--- src/dsg_pkg.sv ---
// Package for the deep-sleep port clock gate and soft reset block.
// Assumes a 32-bit register port with byte offsets on a 12-bit address.
package dsg_pkg;

  // Register bus geometry
  localparam int ADDR_W = 12;
  localparam int DATA_W = 32;

  // Register byte offsets
  localparam logic [ADDR_W-1:0] OFS_SOFT_RESET_0 = 12'h040;
  localparam logic [ADDR_W-1:0] OFS_DEEP_GATE = 12'h128;
  localparam logic [ADDR_W-1:0] OFS_INT_STATUS = 12'h200;
  localparam logic [ADDR_W-1:0] OFS_INT_MASK = 12'h204;
  localparam logic [ADDR_W-1:0] OFS_GATE_STATUS = 12'h208;

  // Port gate field: ports A..E on bits 0..4
  localparam int NUM_PORTS = 5;
  localparam int PORT_A_POS = 0;
  localparam int PORT_E_POS = 4;

  // Soft reset field positions
  localparam int ADC0_RST_POS = 16;
  localparam int WDT_RST_POS = 3;
  localparam logic [DATA_W-1:0] SOFT_RESET_IMPL_MASK = 32'h0001_0008;

  // Reset values
  localparam logic [DATA_W-1:0] DEEP_GATE_RST = 32'h0000_0000;
  localparam logic [DATA_W-1:0] SOFT_RESET_RST = 32'h0000_0000;
  localparam logic [NUM_PORTS-1:0] INT_STATUS_RST = 5'h00;
  localparam logic [NUM_PORTS-1:0] INT_MASK_RST = 5'h00;
  localparam logic [DATA_W-1:0] RDATA_RST = 32'h0000_0000;

  // Power modes seen by the gate selector
  typedef enum logic [1:0] {
    DSG_MODE_RUN,
    DSG_MODE_SLEEP,
    DSG_MODE_DEEP
  } dsg_mode_t;

endpackage

--- src/dsg_top.sv ---
// Deep-sleep port clock gating and peripheral soft reset control.
// Assumes a simple strobe register port and same-clock companion inputs
// for the run and sleep gates, power mode, auto gating and capabilities.
//
// Contract
// - Gate bit one clocks unit, zero stops it
// - Access to gated-off unit raises bus fault
// - All gate bits reset to zero
// - Deep-sleep register applies while in deep sleep
// - Sleep registers act only with auto gating
// - Bits 0..4 gate ports A..E, read/write
// - Bits 31:5 read zero; software preserves them
// - Reset writes masked by capability bits
// - Bit 16 resets converter module 0
// - Bit 3 resets watchdog; others read zero
`timescale 1ns/1ps
module dsg_top #(
  parameter int NUM_PORTS_P = dsg_pkg::NUM_PORTS
) (
  input wire logic SYS_CLK_IN,
  input wire logic RST_N_IN,
  input wire logic [dsg_pkg::ADDR_W-1:0] REG_ADDR_IN,
  input wire logic [dsg_pkg::DATA_W-1:0] REG_WDATA_IN,
  input wire logic REG_WR_IN,
  input wire logic REG_RD_IN,
  output logic [dsg_pkg::DATA_W-1:0] REG_RDATA_OUT,
  input wire logic [dsg_pkg::NUM_PORTS-1:0] RUN_PORT_CLOCK_GATE_IN,
  input wire logic [dsg_pkg::NUM_PORTS-1:0] SLEEP_PORT_CLOCK_GATE_IN,
  input wire logic AUTO_CLOCK_GATING_ENABLE_IN,
  input wire logic SLEEP_MODE_IN,
  input wire logic DEEP_SLEEP_MODE_IN,
  input wire logic [dsg_pkg::DATA_W-1:0] CAPABILITIES_1_IN,
  input wire logic [dsg_pkg::NUM_PORTS-1:0] PORT_ACCESS_IN,
  output logic [dsg_pkg::NUM_PORTS-1:0] PORT_CLK_EN_OUT,
  output logic [dsg_pkg::NUM_PORTS-1:0] PORT_FAULT_OUT,
  output logic ADC0_RESET_OUT,
  output logic WATCHDOG_RESET_OUT,
  output logic IRQ_OUT
);
  import dsg_pkg::*;

  // Whole register state of this module
  typedef struct packed {
    logic [NUM_PORTS-1:0] deep_port_clock_gate_r;
    logic adc0_rst_r;
    logic wdt_rst_r;
    logic [DATA_W-1:0] rdata_r;
  } dsg_top_state_t;

  dsg_top_state_t st_r;
  dsg_top_state_t st_nxt;
  dsg_mode_t mode;
  logic wr_deep_gate;
  logic wr_soft_reset;
  logic wr_int_status;
  logic wr_int_mask;
  logic [DATA_W-1:0] soft_reset_wmask;
  logic [DATA_W-1:0] soft_reset_cur;
  logic [DATA_W-1:0] soft_reset_new;
  logic [NUM_PORTS-1:0] port_en;
  logic [NUM_PORTS-1:0] port_fault;
  logic [NUM_PORTS-1:0] int_status;
  logic [NUM_PORTS-1:0] int_mask;
  logic irq;

  // Only the five documented port bits are served
  generate
    if (NUM_PORTS_P != NUM_PORTS) begin : g_bad_ports
      $error("dsg_top NUM_PORTS_P must equal the port gate field width");
    end
  endgenerate

  // Power mode; deep sleep takes priority over sleep
  always_comb begin
    if (DEEP_SLEEP_MODE_IN) begin
      mode = DSG_MODE_DEEP;
    end else if (SLEEP_MODE_IN) begin
      mode = DSG_MODE_SLEEP;
    end else begin
      mode = DSG_MODE_RUN;
    end
  end

  // Write decode, one strobe per register
  always_comb begin
    wr_deep_gate = 1'b0;
    wr_soft_reset = 1'b0;
    wr_int_status = 1'b0;
    wr_int_mask = 1'b0;
    if (REG_WR_IN && REG_ADDR_IN == OFS_DEEP_GATE) begin
      wr_deep_gate = 1'b1;
    end else if (REG_WR_IN && REG_ADDR_IN == OFS_SOFT_RESET_0) begin
      wr_soft_reset = 1'b1;
    end else if (REG_WR_IN && REG_ADDR_IN == OFS_INT_STATUS) begin
      wr_int_status = 1'b1;
    end else if (REG_WR_IN && REG_ADDR_IN == OFS_INT_MASK) begin
      wr_int_mask = 1'b1;
    end
  end

  // Soft reset image and the capability-masked write value
  always_comb begin
    soft_reset_cur = '0;
    soft_reset_cur[ADC0_RST_POS] = st_r.adc0_rst_r;
    soft_reset_cur[WDT_RST_POS] = st_r.wdt_rst_r;
    soft_reset_wmask = CAPABILITIES_1_IN & SOFT_RESET_IMPL_MASK;
    soft_reset_new = (soft_reset_cur & ~soft_reset_wmask)
                   | (REG_WDATA_IN & soft_reset_wmask);
  end

  // Next state: register writes and registered read data
  always_comb begin
    st_nxt = st_r;
    if (wr_deep_gate) begin
      // Only bits 4:0 are stored, the rest are not writable
      st_nxt.deep_port_clock_gate_r = REG_WDATA_IN[PORT_E_POS:PORT_A_POS];
    end
    if (wr_soft_reset) begin
      st_nxt.adc0_rst_r = soft_reset_new[ADC0_RST_POS];
      st_nxt.wdt_rst_r = soft_reset_new[WDT_RST_POS];
    end
    // Read data stands only in the cycle after the read strobe
    st_nxt.rdata_r = RDATA_RST;
    if (REG_RD_IN) begin
      if (REG_ADDR_IN == OFS_DEEP_GATE) begin
        st_nxt.rdata_r[PORT_E_POS:PORT_A_POS] = st_r.deep_port_clock_gate_r;
      end else if (REG_ADDR_IN == OFS_SOFT_RESET_0) begin
        st_nxt.rdata_r = soft_reset_cur;
      end else if (REG_ADDR_IN == OFS_INT_STATUS) begin
        st_nxt.rdata_r[NUM_PORTS-1:0] = int_status;
      end else if (REG_ADDR_IN == OFS_INT_MASK) begin
        st_nxt.rdata_r[NUM_PORTS-1:0] = int_mask;
      end else if (REG_ADDR_IN == OFS_GATE_STATUS) begin
        st_nxt.rdata_r[NUM_PORTS-1:0] = port_en;
      end
    end
  end

  // State register, synchronous active-low reset
  always_ff @(posedge SYS_CLK_IN) begin
    if (!RST_N_IN) begin
      st_r.deep_port_clock_gate_r <= DEEP_GATE_RST[NUM_PORTS-1:0];
      st_r.adc0_rst_r <= SOFT_RESET_RST[ADC0_RST_POS];
      st_r.wdt_rst_r <= SOFT_RESET_RST[WDT_RST_POS];
      st_r.rdata_r <= RDATA_RST;
    end else begin
      st_r <= st_nxt;
    end
  end

  // One gate cell per port, A at bit 0 up to E at bit 4
  generate
    for (genvar i = 0; i < NUM_PORTS; i++) begin : g_port
      dsg_gate_cell u_cell (
        .clk_in(SYS_CLK_IN),
        .rst_n_in(RST_N_IN),
        .mode_in(mode),
        .auto_clock_gating_enable_in(AUTO_CLOCK_GATING_ENABLE_IN),
        .run_en_in(RUN_PORT_CLOCK_GATE_IN[i]),
        .sleep_en_in(SLEEP_PORT_CLOCK_GATE_IN[i]),
        .deep_en_in(st_r.deep_port_clock_gate_r[i]),
        .access_in(PORT_ACCESS_IN[i]),
        .clk_en_out(port_en[i]),
        .fault_out(port_fault[i])
      );
    end
  endgenerate

  // Bus faults are the interrupt events
  dsg_irq #(
    .WIDTH(NUM_PORTS)
  ) u_irq (
    .clk_in(SYS_CLK_IN),
    .rst_n_in(RST_N_IN),
    .event_in(port_fault),
    .status_wr_in(wr_int_status),
    .mask_wr_in(wr_int_mask),
    .wdata_in(REG_WDATA_IN[NUM_PORTS-1:0]),
    .status_out(int_status),
    .mask_out(int_mask),
    .irq_out(irq)
  );

  // Outputs, each straight from a flip-flop
  assign REG_RDATA_OUT = st_r.rdata_r;
  assign PORT_CLK_EN_OUT = port_en;
  assign PORT_FAULT_OUT = port_fault;
  assign ADC0_RESET_OUT = st_r.adc0_rst_r;
  assign WATCHDOG_RESET_OUT = st_r.wdt_rst_r;
  assign IRQ_OUT = irq;
endmodule

--- src/dsg_gate_cell.sv ---
// One port's clock enable selector and bus fault detector.
// Assumes all inputs are on SYS_CLK domain logic.
`timescale 1ns/1ps
module dsg_gate_cell (
  input wire logic clk_in,
  input wire logic rst_n_in,
  input wire dsg_pkg::dsg_mode_t mode_in,
  input wire logic auto_clock_gating_enable_in,
  input wire logic run_en_in,
  input wire logic sleep_en_in,
  input wire logic deep_en_in,
  input wire logic access_in,
  output logic clk_en_out,
  output logic fault_out
);
  import dsg_pkg::*;

  typedef struct packed {
    logic en_r;
    logic fault_r;
  } dsg_cell_state_t;

  dsg_cell_state_t st_r;
  dsg_cell_state_t st_nxt;

  // Pick enable by power mode when auto gating is on; fault when the applied clock is off
  always_comb begin
    st_nxt = st_r;
    st_nxt.en_r = run_en_in;
    if (auto_clock_gating_enable_in) begin
      case (mode_in)
        DSG_MODE_SLEEP: st_nxt.en_r = sleep_en_in;
        DSG_MODE_DEEP: st_nxt.en_r = deep_en_in;
        default: st_nxt.en_r = run_en_in;
      endcase
    end
    st_nxt.fault_r = access_in & ~st_r.en_r;
  end

  // State register, all gates off at reset
  always_ff @(posedge clk_in) begin
    if (!rst_n_in) begin
      st_r <= '0;
    end else begin
      st_r <= st_nxt;
    end
  end

  assign clk_en_out = st_r.en_r;
  assign fault_out = st_r.fault_r;
endmodule

--- src/dsg_irq.sv ---
// Sticky event status, mask and level interrupt.
// Assumes one-cycle write strobes from the register decoder.
`timescale 1ns/1ps
module dsg_irq #(
  parameter int WIDTH = 5
) (
  input wire logic clk_in,
  input wire logic rst_n_in,
  input wire logic [WIDTH-1:0] event_in,
  input wire logic status_wr_in,
  input wire logic mask_wr_in,
  input wire logic [WIDTH-1:0] wdata_in,
  output logic [WIDTH-1:0] status_out,
  output logic [WIDTH-1:0] mask_out,
  output logic irq_out
);
  import dsg_pkg::*;

  typedef struct packed {
    logic [WIDTH-1:0] status_r;
    logic [WIDTH-1:0] mask_r;
    logic irq_r;
  } dsg_irq_state_t;

  dsg_irq_state_t st_r;
  dsg_irq_state_t st_nxt;

  generate
    if (WIDTH < 1 || WIDTH > DATA_W) begin : g_bad_width
      $error("dsg_irq WIDTH out of range");
    end
  endgenerate

  // Write one clears; a new event in the same cycle wins
  always_comb begin
    st_nxt = st_r;
    if (status_wr_in) begin
      st_nxt.status_r = st_r.status_r & ~wdata_in;
    end
    st_nxt.status_r = st_nxt.status_r | event_in;
    if (mask_wr_in) begin
      st_nxt.mask_r = wdata_in;
    end
    st_nxt.irq_r = |(st_nxt.status_r & st_nxt.mask_r);
  end

  // State register
  always_ff @(posedge clk_in) begin
    if (!rst_n_in) begin
      st_r <= '0;
    end else begin
      st_r <= st_nxt;
    end
  end

  assign status_out = st_r.status_r;
  assign mask_out = st_r.mask_r;
  assign irq_out = st_r.irq_r;
endmodule

--- config.mk ---
export PLATFORM = sky130hd
export DESIGN_NAME = dsg_top
export DESIGN_NICKNAME = d
export VERILOG_FILES = /design/src/dsg_pkg.sv /design/src/dsg_top.sv /design/src/dsg_gate_cell.sv /design/src/dsg_irq.sv
export SDC_FILE = /design/constraint.sdc
export NUM_CORES = 1
export LEC_CHECK = 0
export BUFFER_PORTS_ARGS = -buffer_cell sky130_fd_sc_hd__buf_2
export CELL_PAD_IN_SITES_DETAIL_PLACEMENT = 0
export CELL_PAD_IN_SITES_GLOBAL_PLACEMENT = 1
export CORE_ASPECT_RATIO = 1.5
export CORE_MARGIN = 2
export CORE_UTILIZATION = 29
export DETAILED_ROUTE_END_ITERATION = 10
export PLACE_DENSITY = 0.88
export SYNTH_ARGS = -nofsm -noshare
export SYNTH_HDL_FRONTEND = slang
export SYNTH_SLANG_ARGS = --single-unit
--- constraint.sdc ---
create_clock -name SYS_CLK_IN -period 3.73 [get_ports SYS_CLK_IN]
set_clock_uncertainty 0.05 [all_clocks]
set_input_delay 0.5595 -clock SYS_CLK_IN [delete_from_list [all_inputs] [get_ports SYS_CLK_IN]]
set_output_delay 0.5595 -clock SYS_CLK_IN [all_outputs]
set_load 0.005 [all_outputs]
Yosys cells after proc, flatten, opt, wreduce, memory -nomap -nowiden:

Index checks and enable logic that the tools add are counted.

* word-level logic and storage cells: 84
* register bits after elaboration: 60
* output and inout port bits: 45
* input port bits: 98

* reductions and logical operators: 8
* equal/unequal tests: 7
* multiplexer cells: 29
* bitwise gates (word level): 21

Operators by type and width (number)
* $eq 12x10->1 const B: 3
* $mux 5: 7
* $and 17x17->17: 2
* $not 17->17: 1
* $or 17x17->17: 1
* $mux 1: 16
* $eq 12x7->1 const B: 1
* $eq 12x9->1 const B: 1
* $and 5x5->5: 2
* $pmux 1 s2: 5
* $not 1->1: 8
* $and 1x1->1: 5
* $not 5->5: 1
* $or 5x5->5: 1
* $reduce_or 5->1: 1
* $logic_and 1x1->1: 4
* $reduce_or 4->1: 1
* $reduce_or 3->1: 1
* $eq 2x1->1 const B: 1
* $eq 2x2->1 const B: 1
* $mux 2: 1
* $reduce_and 2->1: 1

Logic depth before layout (Yosys ltp):

Gate-level depths: netlist (run 1).

* word-level depth: 9
* gate-level depth with buffers: 6
* gate-level depth less buffers: 5

Cells and area by module:

Synthesis (run 1) repeated with hierarchy kept, for this count alone.

* cell total of the unflattened synthesis: 220
* area total of the unflattened synthesis: 2023.2 um2

By module, submodules not included
* dsg_top: instances 1, cells each 123, area an instance 1037.2 um2
* dsg_gate_cell: instances 5, cells each 11, area an instance 112.6 um2
* dsg_irq: instances 1, cells each 42, area an instance 422.9 um2

Worst setup path after synthesis (run 1):

OpenSTA, ideal clock, no wires.

* kind: input to register
* start point: input port REG_ADDR_IN[4] (netlist bit)
* end point: register u_irq.st_r, in the netlist u_irq.irq_out
* path slack: 1.768 ns
* cell stages on the path: 5
* data arrival time: 1.792 ns
* buffers on the path: 0
* setup time: 0.120 ns
* cell sequence: nor4_4 > nand4_4 > mux2i_1 > o22ai_1 > o31a_1

* longest elaborated chain between the ends: 9
* elaborated cells on any way between the ends: 20
* those cells by class: eq/ne: 4; mux: 9; bitwise: 2; reduce/logical: 5

RTL lines
* start: declaration: line dsg_top.sv:22 `input wire logic [dsg_pkg::ADDR_W-1:0] REG_ADDR_IN,`
* $eq 12x10->1, on equally long branches: line dsg_top.sv:94, dsg_top.sv:96
* $logic_and 1x1->1, on equally long branches: line dsg_top.sv:94, dsg_top.sv:96
* $mux 1, on equally long branches: line dsg_top.sv:94, dsg_top.sv:96
* $mux 1, on equally long branches: line dsg_top.sv:92, dsg_top.sv:94
* $mux 1, on equally long branches: line dsg_top.sv:90, dsg_top.sv:92
* $mux 5 / $mux 1 (equally long branches): line dsg_irq.sv:37, dsg_top.sv:90
* $or 5x5->5 / $mux 5 (equally long branches): line dsg_irq.sv:40, dsg_irq.sv:41
* $and 5x5->5 (*): line dsg_irq.sv:44 `st_nxt.irq_r = |(st_nxt.status_r & st_nxt.mask_r);`
* $reduce_or 5->1 (*): line dsg_irq.sv:44
* end signal: assignment: line dsg_irq.sv:52 `st_r <= st_nxt;`
* end: declaration: line dsg_irq.sv:25 `dsg_irq_state_t st_r;`

Every way passes the cells marked *; elsewhere a longest branch is shown, timed or not.
A chain may end at the register's enable or synchronous reset.

Worst setup path after layout (run 1):

Ends and elaborated chain as after synthesis.

==> results of run 1 <==
[power groups by stage]
stage	combinational [uW]	sequential [uW]	clock (uW)
after detailed placement	89.2	391	0
after floorplan	77.1	387	0
after CTS	89.8	383	325
after global routing	101	384	342
after global placement	88.1	391	0
final	89.4	382	322
[kinds of logic (layout without fill, tap and decap cells)]
family | Yosys count | after routing | synth area share [%]
flip-flops | 34 | 34 | 37.6
buffers and inverters | 45 | 70 | 16.9
multiplexers | 16 | 16 | 9.12
AND/OR/NAND/NOR | 63 | 63 | 23.4
AO/OA/AOI/OAI | 33 | 33 | 12.8
other | 1 | 26 | 0.207
[Yosys cell counts, drive strengths merged, types with 2 or more instances]
library cell / n / share of area (%)
buf: 38 / 15
dfxtp: 34 / 38
nor2b: 15 / 5.2
mux2i: 12 / 6.6
nor2: 11 / 2.3
a21oi: 10 / 2.8
nand2: 9 / 1.9
o22ai: 8 / 2.8
clkbuf: 5 / 1.0
nand4: 5 / 2.6
o221ai: 5 / 2.4
a222oi: 4 / 2.2
mux2: 4 / 2.5
nor4b: 4 / 3.1
nor4bb: 4 / 2.2
nand3: 3 / 0.83
inv: 2 / 0.41
nand2b: 2 / 0.69
nor3: 2 / 0.55
nor4: 2 / 1.5
o21a: 2 / 0.83
[cell type report]
class                           instances  area [um^2]  area share [%]
Timing Repair Buffer                   60          300            14.2
Tap cell                               74         92.6            4.39
Clock buffer                            8          110            5.22
Multi-Input combinational cell        138          917            43.5
Sequential cell                        34          681            32.3
Inverter                                2         7.51           0.356
[worst register-to-register path, delay by kind of cell, from the launching register on]
family | cells | cell delay, ps
DFF | 1 | 320
and+or+nand+nor | 1 | 140
AOI/OAI and AO/OA | 3 | 670
[worst max path at each step]
stage / start / endpoint / slack [ps] / cells after the start
2_1_floorplan: REG_ADDR_IN[4] / u_irq.irq_out$_SDFF_PN0_ / 1770 / 5
3_3_place_gp: REG_ADDR_IN[4] / u_irq.irq_out$_SDFF_PN0_ / 1290 / 6
3_5_place_dp: REG_ADDR_IN[4] / u_irq.irq_out$_SDFF_PN0_ / 1260 / 6
4_1_cts: REG_ADDR_IN[4] / u_irq.irq_out$_SDFF_PN0_ / 1570 / 6
5_1_grt: REG_ADDR_IN[4] / u_irq.irq_out$_SDFF_PN0_ / 1470 / 6
6_report: REG_ADDR_IN[4] / u_irq.irq_out$_SDFF_PN0_ / 1560 / 6
[layer usage]
| layer | track usage (%) | wire [um] |
|---|---|---|
| met3 | 3.35 | 353 |
| met4 | 4.15 | 62 |
| met1 | 14.0 | 1680 |
| met5 | 0 | 0 |
| met2 | 21.8 | 2100 |
[through the flow]
step           instance area [um^2]  utilization, %  worst slack (ps)  power, uW  cells
6_report                       2110            34.6              1560        794    316
3_3_place_gp                   2000            32.8              1290        479    308
3_5_place_dp                   2000            32.8              1260        480    308
4_1_cts                        2110            34.6              1570        798    316
2_1_floorplan                  1900               -              1770        464    217
5_1_grt                        2110            34.6              1470        827    316
[registers in the layout, summed over array words and instances (netlist names), named ones only]
name / cells
u_irq.mask_out: 5
g_port.u_cell.clk_en_out: 5
u_irq.status_out: 5
REG_RDATA_OUT: 6
u_irq.irq_out: 1
g_port.u_cell.fault_out: 5
st_r: 5
==> results.txt, run 1 <==
* Worst path arrival time: 2300 ps
- In the synthesized netlist the dominant register cell turns out to be sky130_fd_sc_hd__dfxtp_1.
- Cell at the root of the clock tree: sky130_fd_sc_hd__clkbuf_8
- The number of hold violations in the final report came to 0.
- Drt pass-1 iters: 7
* Global-route wire length before repair: 6370 um
- Counting both buffers and inverters, the worst setup path holds a total of 1.
* Endpoint of the most critical register-to-register path: u_irq.irq_out$_SDFF_PN0_
- Site row count: 35
- Top library cells by usage in the layout, fill and taps aside: sky130_fd_sc_hd__buf_2, sky130_fd_sc_hd__dfxtp_1, sky130_fd_sc_hd__conb_1
- Number of antenna cells inserted: 0
* Setup crit start kind: primary input
- The clock passes through at most 2 buffers.
- After synthesis the cells add up to 1810 um^2.
- Dividing the detail-routed via count by the number of cells gives 4.72.
* Final count of negative-setup-slack endpoints: 0
- From synthesis to final layout, the design area changed by 16.4%.
- The clock network accounts for 40.6% of the total power.
- Antenna violations before repair: 0
- GR Util All Layers: 12.4%
- Share of flip-flops with an asynchronous set or reset: 0%
- Critical Setup Path Class: in2reg
* Fillcell total: 641
- Number of buffers added by the clock tree synthesis step: 5
- The worst register-to-register path begins at g_port[2].u_cell.fault_out$_SDFF_PN0_.
* Worst-case hold path end point: g_port[0].u_cell.fault_out$_SDFF_PN0_
* Share of cells above drive strength 1: 31.4%
- Critical Path Sink Type: flop
- Max cap viols: 0
* IO Count: 143
- Cells traversed along the worst timing path: buf_2 -> nor4_4 -> nand4_1 -> o22ai_1 -> o22ai_1 -> o31a_1
* CTS Sinks: 34
- In this run the number of H-tree levels came out at 2.
- Part of the power in combinational logic: 11.3%
* Internal reg-to-reg setup slack: 2440 ps
- Internal power comes to 602 uW.
- Yosys mapped a number of flops with a built-in enable equal to 0.
- Final antenna-violating net count: 0
- Power per standard cell area: 377 nW/um^2
- In this run, the number of DRC markers left after iteration 0 of detailed routing was 61.
- IR analysis of the VDD net gives a maximum drop of 116 uV.
- The worst path in the final design needs a cycle of 2170 ps, including I/O delays and setup.
- Entering global routing, the biggest net connects 31 pins.
* Std-Cell Core Area: 6090 um^2
- The die is 68.5 um wide.
- At the end of the flow, the number of nets in the layout was 339.
* TritonCTS clock tree: yes
- Headroom to the max-slew limit came out at 53.8%.
* Number of stages on the worst hold path: 1
- Once the floorplan was initialized, standard cells occupied 29.7% of the core.
* Power share of the sequential group: 48.2%
- Of the synthesized area, sequential elements account for 37.6%.
- Unrepaired setup endpoints after global routing: false
- Clock-pin slew was measured on the worst setup and hold paths at 70 ps.
- The Yosys step of the flow raised 0 warnings.
* Summed negative setup slack over all endpoints: 0 ps
- Family with the most delay on the worst path: simple AND/OR/NAND/NOR gates
* Worst path most repeated cell: sky130_fd_sc_hd__o22ai_1
* Number of library cell types mapped by synthesis: 37
- Post-CTS timing repair inserted 0 buffers for setup.
* Total global routing overflow: 0
- Total detailed-routing wirelength: 4190 um
* F_max: 461 MHz
- Fraction of the cycle the final worst path needs: 58.1%
* IO buf count: 60
* Number of global-route vias before repair: 1342
- Counting flops and latches in the post-synthesis netlist gives 34.
- Post-detail-place hpwl: 3270 um
- Counting every instance in the synthesized netlist gives 192.
- Slowest library cell on the worst path: sky130_fd_sc_hd__nor4_4
- Run status: finished clean
- For this design the total switching power over the nets is 192 uW.
- Mean area per synthesized cell: 9.43 um^2
- Die ar.: 6900 um^2
- Gp weighted congestion: 0.708
- From bottom edge to top edge, the die measures 101 um.
- Of the total power, the share spent switching nets is 24.2%.
- Hold buffer count at CTS: 0
- Count of vias placed by the detailed router: 1492
* Largest incremental delay on the critical path: 510 ps
- Smallest hold slack: 409 ps
- At the pin with the least slew margin, the transition time is 688 ps.
* Total of cells resized after clock tree synthesis: 0
- Leakage component of the power: 0.00100 uW
- In the routed design, unresolved DRC markers number 0.
* Crit Path Max Fanout: 8
* Clock latency reported for the late side of the worst-skew pair: 290 ps
* Launch point of the worst hold path: g_port[0].u_cell.clk_en_out$_SDFF_PN0_
- Pins Over Slew Limit: 0
- Post-DR wirelength/cell: 13.3 um
* Crit path required time: 3860 ps
- The number of cells on the worst reg-to-reg path is 4.
* Commonest non-fill, non-tap cell in the layout: sky130_fd_sc_hd__buf_2
- Min-Delay Path Class: reg2reg
Power figures use the tool's default switching activity.
==> run 2, diff against run 1 <==
--- a/config.mk
+++ b/config.mk
@@ -10,9 +10,9 @@
 export CELL_PAD_IN_SITES_GLOBAL_PLACEMENT = 1
 export CORE_ASPECT_RATIO = 1.5
 export CORE_MARGIN = 2
-export CORE_UTILIZATION = 29
+export CORE_UTILIZATION = 24
 export DETAILED_ROUTE_END_ITERATION = 10
-export PLACE_DENSITY = 0.88
+export PLACE_DENSITY = 0.78
 export SYNTH_ARGS = -nofsm -noshare
 export SYNTH_HDL_FRONTEND = slang
 export SYNTH_SLANG_ARGS = --single-unit
==> constraint.sdc (replaced) <==
create_clock -name SYS_CLK_IN -period 1.9 [get_ports SYS_CLK_IN]
set_clock_uncertainty 0.05 [all_clocks]
set_input_delay 0.285 -clock SYS_CLK_IN [delete_from_list [all_inputs] [get_ports SYS_CLK_IN]]
set_output_delay 0.285 -clock SYS_CLK_IN [all_outputs]
set_load 0.005 [all_outputs]
==> run 2 against run 1 <==
  * Largest power group unchanged
  * Non-clock buffer count increased by 13
  * Highest routed layer unchanged
  * Critical endpoint unchanged
  * Setup slack got worse by 1400 ps
  * Wire length increased by 7.5%
==> results.txt, run 2 (same netlist as run 1, synthesis figures left out) <==
* Run status: finished clean
- Timing would allow up to 568 MHz.
- The worst setup path is launched from a primary input.
* Launch point of the worst hold path: PORT_ACCESS_IN[0]
- CTS Sinks: 34 (unchanged)
- The number of DRC markers after the initial detailed-route iteration came to 46 (-25%).
- Pins Over Slew Limit: 0 (unchanged)
- The total wire length after detailed routing was 4500 um (+7.5%).
- Power share of the sequential group: 46.9% (-1.3 points)
* Launching element of the worst setup path: REG_ADDR_IN[3]
- Fraction of the cycle the final worst path needs: 92.7%
- The maximum level of the CTS H-tree came to 2 (unchanged).
- In this design, the critical path's most frequently occurring cell is sky130_fd_sc_hd__o22ai_1.
- The via count of the first global-routing pass is 1389 (+3.5%).
* Initial standard-cell utilization of the core: 24.9% (-4.9 points)
- Post-place instance area: 2130 um^2 (+6.5%)
- The internal power component came to 1220 uW (+100%).
* Family with the most delay on the worst path: compound AO/OA/AOI/OAI gates
- In this run the critical register-to-register path is launched from g_port[2].u_cell.fault_out$_SDFF_PN0_.
* Count of final hold-check violations: 0 (unchanged)
- The path class of the tightest hold or removal check is in2reg.
* Die outline width: 74.9 um (+9.3%)
* Endpoint of the most critical register-to-register path: u_irq.irq_out$_SDFF_PN0_
- The data required time at the worst endpoint is 2030 ps (-1830 ps).
* Internal reg-to-reg setup slack: 610 ps (-1830 ps)
* Power per standard cell area: 717 nW/um^2 (+90%)
- Post-detail-place hpwl: 3520 um (+7.6%)
* Buf/Inv on CP: 1 (unchanged)
- Unrepaired setup endpoints after global routing: false
- On the critical path, the stage with the largest delay is an instance of sky130_fd_sc_hd__nor4_1.
* Count of vias placed by the detailed router: 1487 (-0.34%)
- Hold buffer count at CTS: 0 (unchanged)
* Commonest non-fill, non-tap cell in the layout: sky130_fd_sc_hd__buf_2
- The critical path is of the in2reg type.
- Cells traversed along the worst timing path: buf_2 -> nor4_1 -> nand4_1 -> o22ai_1 -> o22ai_1 -> o31a_1
- The count of maximum capacitance violations was 0 (unchanged).
- Number of DRC violations after detailed routing: 0 (unchanged)
- The fraction of final layout cells sized beyond drive strength 1 came to 34.1% (+2.7 points).
- Critical Path Sink Type: flop
- The final design utilization is 30.7% (-3.9 points).
- Antenna violations before repair: 0 (unchanged)
- The number of buffers inserted by port buffering was 60 (unchanged).
- Crit path time final: 1760 ps
- The number of failing setup endpoints in the final timing report was 0 (unchanged).
* Switching power as a share of total power: 23.9% (-0.31 points)
* Leakage component of the power: 0.00107 uW (+6.1%)
* Area of all placed cells without fillers: 2230 um^2 (+6.0%)
* Global-route wire length before repair: 6820 um (+7.1%)
- The number of nets at the end of the flow came to 352 (+3.8%).
- IO Count: 143 (unchanged)
* Max clock buf depth: 2 (unchanged)
* Pin count of the biggest net entering global routing: 19 (-39%)
- Clock latency reported for the late side of the worst-skew pair: 290 ps (about the same)
- The quantity of gates resized following cts came to 0 (unchanged).
- The combinational cell fraction of total power was 11.9% (+0.6 points).
- CTS placed an instance of sky130_fd_sc_hd__clkbuf_8 at the clock tree root.
* Height of the die: 110 um (+9.5%)
- The sum of overflow across all layers after global routing came to 0 (unchanged).
- Highest ir drop seen on vdd: 328 uV (+180%)
- The residual antenna-violating net count after detailed routing is 0 (unchanged).
- TritonCTS built the clock tree.
- The standard cell core area came to 7270 um^2 (+20%).
- The iteration count of the initial detailed-routing pass is 4 (-3).
* Number of stages on the worst hold path: 3 (+2)
- Synth-to-Final Area Change: 23.4%
* Die ar.: 8270 um^2 (+20%)
* Crit Path Max Fanout: 5 (-3)
* Top library cells by usage in the layout, fill and taps aside: sky130_fd_sc_hd__buf_2, sky130_fd_sc_hd__dfxtp_1, sky130_fd_sc_hd__conb_1
- Site row count: 38 (+8.6%)
- Clock power frac: 41.2% (+0.6 points)
- The total track usage was 11.3% (-1.2 points).
- The path with the worst hold slack has its endpoint at g_port[0].u_cell.fault_out$_SDFF_PN0_.
- Worst path arrival time: 1890 ps (-410 ps)
- Number of antenna cells inserted: 0 (unchanged)
- The delay of the slowest cell on the worst path is 420 ps (-90 ps).
* Number of setup buffers added after CTS: 0 (unchanged)
- Vias per Instance: 4.19 (-11%)
* Switch Pwr: 382 uW (+99%)
- The total clock buffers created by CTS was 5 (unchanged).
- The CTS clock-pin slew for the worst setup and hold paths came to 70 ps (about the same).
* Gp weighted congestion: 0.837 (+18%)
- The path depth of the worst reg2reg path was 4 (unchanged).
* Post-DR wirelength/cell: 12.7 um (-4.3%)
- Flip-flop count of the largest register, all copies and words added: 6 (unchanged)
-- run 2: cell types whose count changed in the layout (fill, tap and decap cells not counted) --
cell                        before  now
sky130_fd_sc_hd__clkbuf_1        0    2
sky130_fd_sc_hd__buf_4           0   13
sky130_fd_sc_hd__clkbuf_8        8    5
sky130_fd_sc_hd__bufinv_16       0    1
-- run 2: how the worst max path moves through the flow --
stage | end | cells after the start
3_5_place_dp | u_irq.irq_out$_SDFF_PN0_ | 6
4_1_cts | u_irq.irq_out$_SDFF_PN0_ | 6
6_report | u_irq.irq_out$_SDFF_PN0_ | 6
3_3_place_gp | u_irq.irq_out$_SDFF_PN0_ | 6
5_1_grt | u_irq.irq_out$_SDFF_PN0_ | 6
2_1_floorplan | u_irq.irq_out$_SDFF_PN0_ | 5
-- run 2: per-stage QoR --
step | power [uW] | hold WS (ps) | TNS (ps) | setup slack, ps | cells
floorplan | 911 | 357 | 0 | 213 | 217
global placement | 957 | 400 | -122 | -122 | 347
detailed placement | 960 | 410 | -154 | -154 | 347
CTS | 1630 | 154 | 0 | 152 | 355
global route | 1690 | 159 | 0 | 14.8 | 355
finish | 1600 | 162 | 0 | 139 | 355
-- run 2: power by group through the flow --
stage / clock [uW] / sequential [uW] / combinational (uW)
floorplan: 0 / 760 / 151
global placement: 0 / 769 / 188
detailed placement: 0 / 769 / 191
CTS: 683 / 753 / 191
global route: 719 / 755 / 215
finish: 661 / 751 / 190
-- run 2: layout make-up --
| type | instances | area [um^2] |
|---|---|---|
| multi-input combinational | 138 | 917 |
| tap | 100 | 125 |
| clock buffer | 7 | 76.3 |
| clock inverter | 1 | 30.0 |
| timing repair buffer | 73 | 398 |
| fill | 807 | 5040 |
| inverter | 2 | 7.51 |
| sequential | 34 | 681 |
-- run 2: worst min-delay path: stages --
cell and delay [ps]:
sky130_fd_sc_hd__buf_2 90, sky130_fd_sc_hd__nand2_1 50, sky130_fd_sc_hd__nor2_1 30
-- run 2: layer usage --
layer | track usage [%] | part of all wire [%] | wire (um) | vias up
met4 | 4.59 | 1.8 | 80 | 0
met1 | 13.3 | 41 | 1860 | 661
met2 | 19.2 | 50 | 2230 | 67
met5 | 0 | 0 | 0 | -
li1 | - | - | - | 753
met3 | 2.82 | 7.3 | 331 | 6
==> run 3, diff against run 2 <==
--- a/config.mk
+++ b/config.mk
@@ -13,6 +13,8 @@
 export CORE_UTILIZATION = 24
 export DETAILED_ROUTE_END_ITERATION = 10
 export PLACE_DENSITY = 0.78
+export RECOVER_POWER = 25
+export SETUP_SLACK_MARGIN = 0.3
 export SYNTH_ARGS = -nofsm -noshare
 export SYNTH_HDL_FRONTEND = slang
 export SYNTH_SLANG_ARGS = --single-unit
==> run 3 against run 2 <==
  * Count of clock-buffer cells in the layout down 2
  * Cell count up 2.3%
  * Register-to-register slack better by 40 ps
  * Highest routed layer unchanged
  * Non-clock buffer count up 8
  * Flip-flop and latch count unchanged
  * Maximum frequency up 9.7%
  * Clock power up 22%
  * Via count up 7.7%
==> results.txt, run 3 (same netlist as run 1, synthesis figures left out) <==
- Buf/Inv on CP: 2 (+1)
- Clock latency reported for the late side of the worst-skew pair: 290 ps (about the same)
- The total clock buffers created by CTS came to 5 (unchanged).
- Smallest hold slack: 162 ps (+0.631 ps)
* Max clock buf depth: 2 (unchanged)
- Setup repair after global routing could not meet its margin everywhere.
* Final nets: 360 (+2.3%)
- The routed length per instance came to 12.8 um (+0.53%).
- The kind of cell with the highest combined delay along the critical path is simple AND/OR/NAND/NOR gates.
- The total clock sinks is 34 (unchanged).
- The number of hold violations in the final report is 0 (unchanged).
* Total global routing overflow: 0 (unchanged)
* Pins Over Slew Limit: 0 (unchanged)
- Reg-to-reg startpoint: g_port[2].u_cell.fault_out$_SDFF_PN0_
* Crit path time final: 1600 ps (-156 ps)
- Max cap viols: 0 (unchanged)
- The arrival time reported for the critical path endpoint was 1730 ps (-160 ps).
- IO Count: 143 (unchanged)
- The flip-flop count of the largest register, all copies and words added is 6 (unchanged).
- The horizontal die dimension came to 74.9 um (unchanged).
- Crit path required time: 2030 ps (about the same)
- Antenna violations before repair: 0 (unchanged)
- Run status: finished clean
* Crit Path Max Fanout: 5 (unchanged)
- The number of buffers inserted by port buffering was 60 (unchanged).
* Drt pass-1 iters: 5 (+1)
- The standard cell core area came to 7270 um^2 (unchanged).
- The via count of the first global-routing pass came to 1414 (+1.8%).
- Launch point of the worst hold path: PORT_ACCESS_IN[0]
- The CTS clock-pin slew for the worst setup and hold paths came to 70 ps (about the same).
- The area growth from synthesis to layout is 30.9%.
* Critical Setup Path Class: in2reg
* F_max: 623 MHz (+9.7%)
- Worst-case hold path end point: g_port[0].u_cell.fault_out$_SDFF_PN0_
- Min-Delay Path Class: in2reg
- The total wire length after detailed routing came to 4630 um (+2.8%).
* Final antenna-violating net count: 0 (unchanged)
- Summed negative setup slack over all endpoints: 0 ps (unchanged)
- TritonCTS built the clock tree.
* Endpoint of the most critical register-to-register path: u_irq.irq_out$_SDFF_PN0_
* Height of the die: 110 um (unchanged)
- Number of violations reported at the end of detailed-routing iteration 0: 61 (+33%)
- Number of antenna cells inserted: 0 (unchanged)
* Share of cells above drive strength 1: 37.6% (+3.5 points)
- Final count of negative-setup-slack endpoints: 0 (unchanged)
- Number of DRC violations after detailed routing: 0 (unchanged)
- Global-route wire length before repair: 6920 um (+1.5%)
* Site row count: 38 (unchanged)
* Internal reg-to-reg setup slack: 650 ps (+40 ps)
- Slowest library cell on the worst path: sky130_fd_sc_hd__nor4b_4
* Minimum setup slack in the final design: 295 ps (+156 ps)
- CTS placed an instance of sky130_fd_sc_hd__clkbuf_8 at the clock tree root.
* Fraction of the cycle the final worst path needs: 84.5% (-8.2 points)
* Critical Path Sink Type: flop
* Fillcell total: 775 (-4.0%)
* Vias per Instance: 4.41 (+5.4%)
- Pre-CTS worst setup slack: -96.7 ps (+56.9 ps)
- Cells traversed along the worst timing path: buf_6 -> nor4b_4 -> buf_4 -> nand4_4 -> mux2i_1 -> o21ba_1 -> o31a_1
- Top library cells by usage in the layout, fill and taps aside: sky130_fd_sc_hd__buf_2, sky130_fd_sc_hd__dfxtp_1, sky130_fd_sc_hd__conb_1
* Post-detail-place hpwl: 3520 um (about the same)
- Highest ir drop seen on vdd: 299 uV (-8.8%)
- The delay of the slowest cell on the worst path is 330 ps (-90 ps).
- Actual slew at the worst max-slew pin: 1130 ps
- CTS HTree Levels: 2 (unchanged)
- Leakage component of the power: 0.00110 uW (+3.3%)
* Gp weighted congestion: 0.859 (+2.5%)
- The via total after detailed routing was 1602 (+7.7%).
- GR Util All Layers: 11.1% (-0.15 points)
- Rel. slew slack: 24.7%
- The number of buffers inserted for hold repair after clock tree synthesis came to 0 (unchanged).
- Leaving out fill and tap cells, the most frequent cell in the layout is sky130_fd_sc_hd__buf_2.
- Number of stages on the worst hold path: 3 (unchanged)
* Power per standard cell area: 742 nW/um^2 (+3.5%)
- The die area came to 8270 um^2 (unchanged).
- Pin count of the biggest net entering global routing: 31 (+12)
- The path depth of the worst reg2reg path came to 4 (unchanged).
- The worst setup path is launched from a primary input.
- Initial standard-cell utilization of the core: 24.9% (unchanged)
[run 3: changes by cell type in the layout (fill, tap and decap cells not counted), moves of 3 or more]
| cell | previous run | this run |
|---|---|---|
| sky130_fd_sc_hd__buf_6 | 0 | 3 |
| sky130_fd_sc_hd__mux2i_2 | 0 | 3 |
| sky130_fd_sc_hd__buf_4 | 13 | 21 |
| sky130_fd_sc_hd__buf_2 | 60 | 54 |
| sky130_fd_sc_hd__mux2i_1 | 12 | 9 |
[run 3: final cells by class]
| cell class | count | area (um^2) | area share [%] |
|---|---|---|---|
| flip-flops and latches | 34 | 681 | 28.7 |
| clock buffers | 5 | 68.8 | 2.90 |
| inverters | 2 | 7.51 | 0.317 |
| clock inverters | 3 | 68.8 | 2.90 |
| well taps | 100 | 125 | 5.28 |
| repair buffers | 81 | 473 | 20.0 |
| multi-input cells | 138 | 946 | 39.9 |
[run 3: repair_timing]
item                       in CTS  in global routing
setup buffers                   6                  0
hold endpoints to repair        0                  0
pin swaps                       7                  0
setup endpoints to repair       1                  2
gates resized for setup        10                  1
[run 3: per-layer routing]
layer / wire [um] / global-route usage (%) / share of wire [%] / vias to the layer above
met5: 0 / 0 / 0 / -
met4: 100 / 4.97 / 2.2 / 0
met3: 359 / 2.18 / 7.8 / 10
met2: 2280 / 19.1 / 49 / 87
met1: 1890 / 13.1 / 41 / 737
li1: - / - / - / 768
[run 3: worst max-delay path by stage]
stage | depth (start not counted) | slack (ps) | start | to
global placement | 6 | -110 | REG_ADDR_IN[3] | u_irq.irq_out$_SDFF_PN0_
finish | 7 | 300 | REG_ADDR_IN[6] | u_irq.irq_out$_SDFF_PN0_
floorplan | 5 | 220 | REG_ADDR_IN[10] | u_irq.irq_out$_SDFF_PN0_
CTS | 7 | 300 | REG_ADDR_IN[6] | u_irq.irq_out$_SDFF_PN0_
global route | 7 | 190 | REG_ADDR_IN[7] | u_irq.irq_out$_SDFF_PN0_
detailed placement | 7 | -100 | REG_ADDR_IN[8] | u_irq.irq_out$_SDFF_PN0_
[run 3: report_power, final]
group | switching, uW | leakage, uW | internal [uW]
Combinational | 102 | 0.000756 | 100
Clock | 279 | 0.0000683 | 526
Sequential | 17.1 | 0.000277 | 734
Total | 399 | 0.00110 | 1360
[run 3: tightest hold or removal path: stages]
cell,delay (ps)
sky130_fd_sc_hd__buf_2,90
sky130_fd_sc_hd__nand2_1,50
sky130_fd_sc_hd__nor2_1,30
[run 3: through the flow]
| stage | area, um^2 | total power (uW) | instances | util [%] |
|---|---|---|---|---|
| detailed placement | 2140 | 961 | 349 | 29.5 |
| global route | 2370 | 1830 | 363 | 32.6 |
| finish | 2370 | 1760 | 363 | 32.6 |
| CTS | 2370 | 1780 | 363 | 32.6 |
| global placement | 2140 | 958 | 349 | 29.5 |
| floorplan | 1900 | 911 | 217 | - |
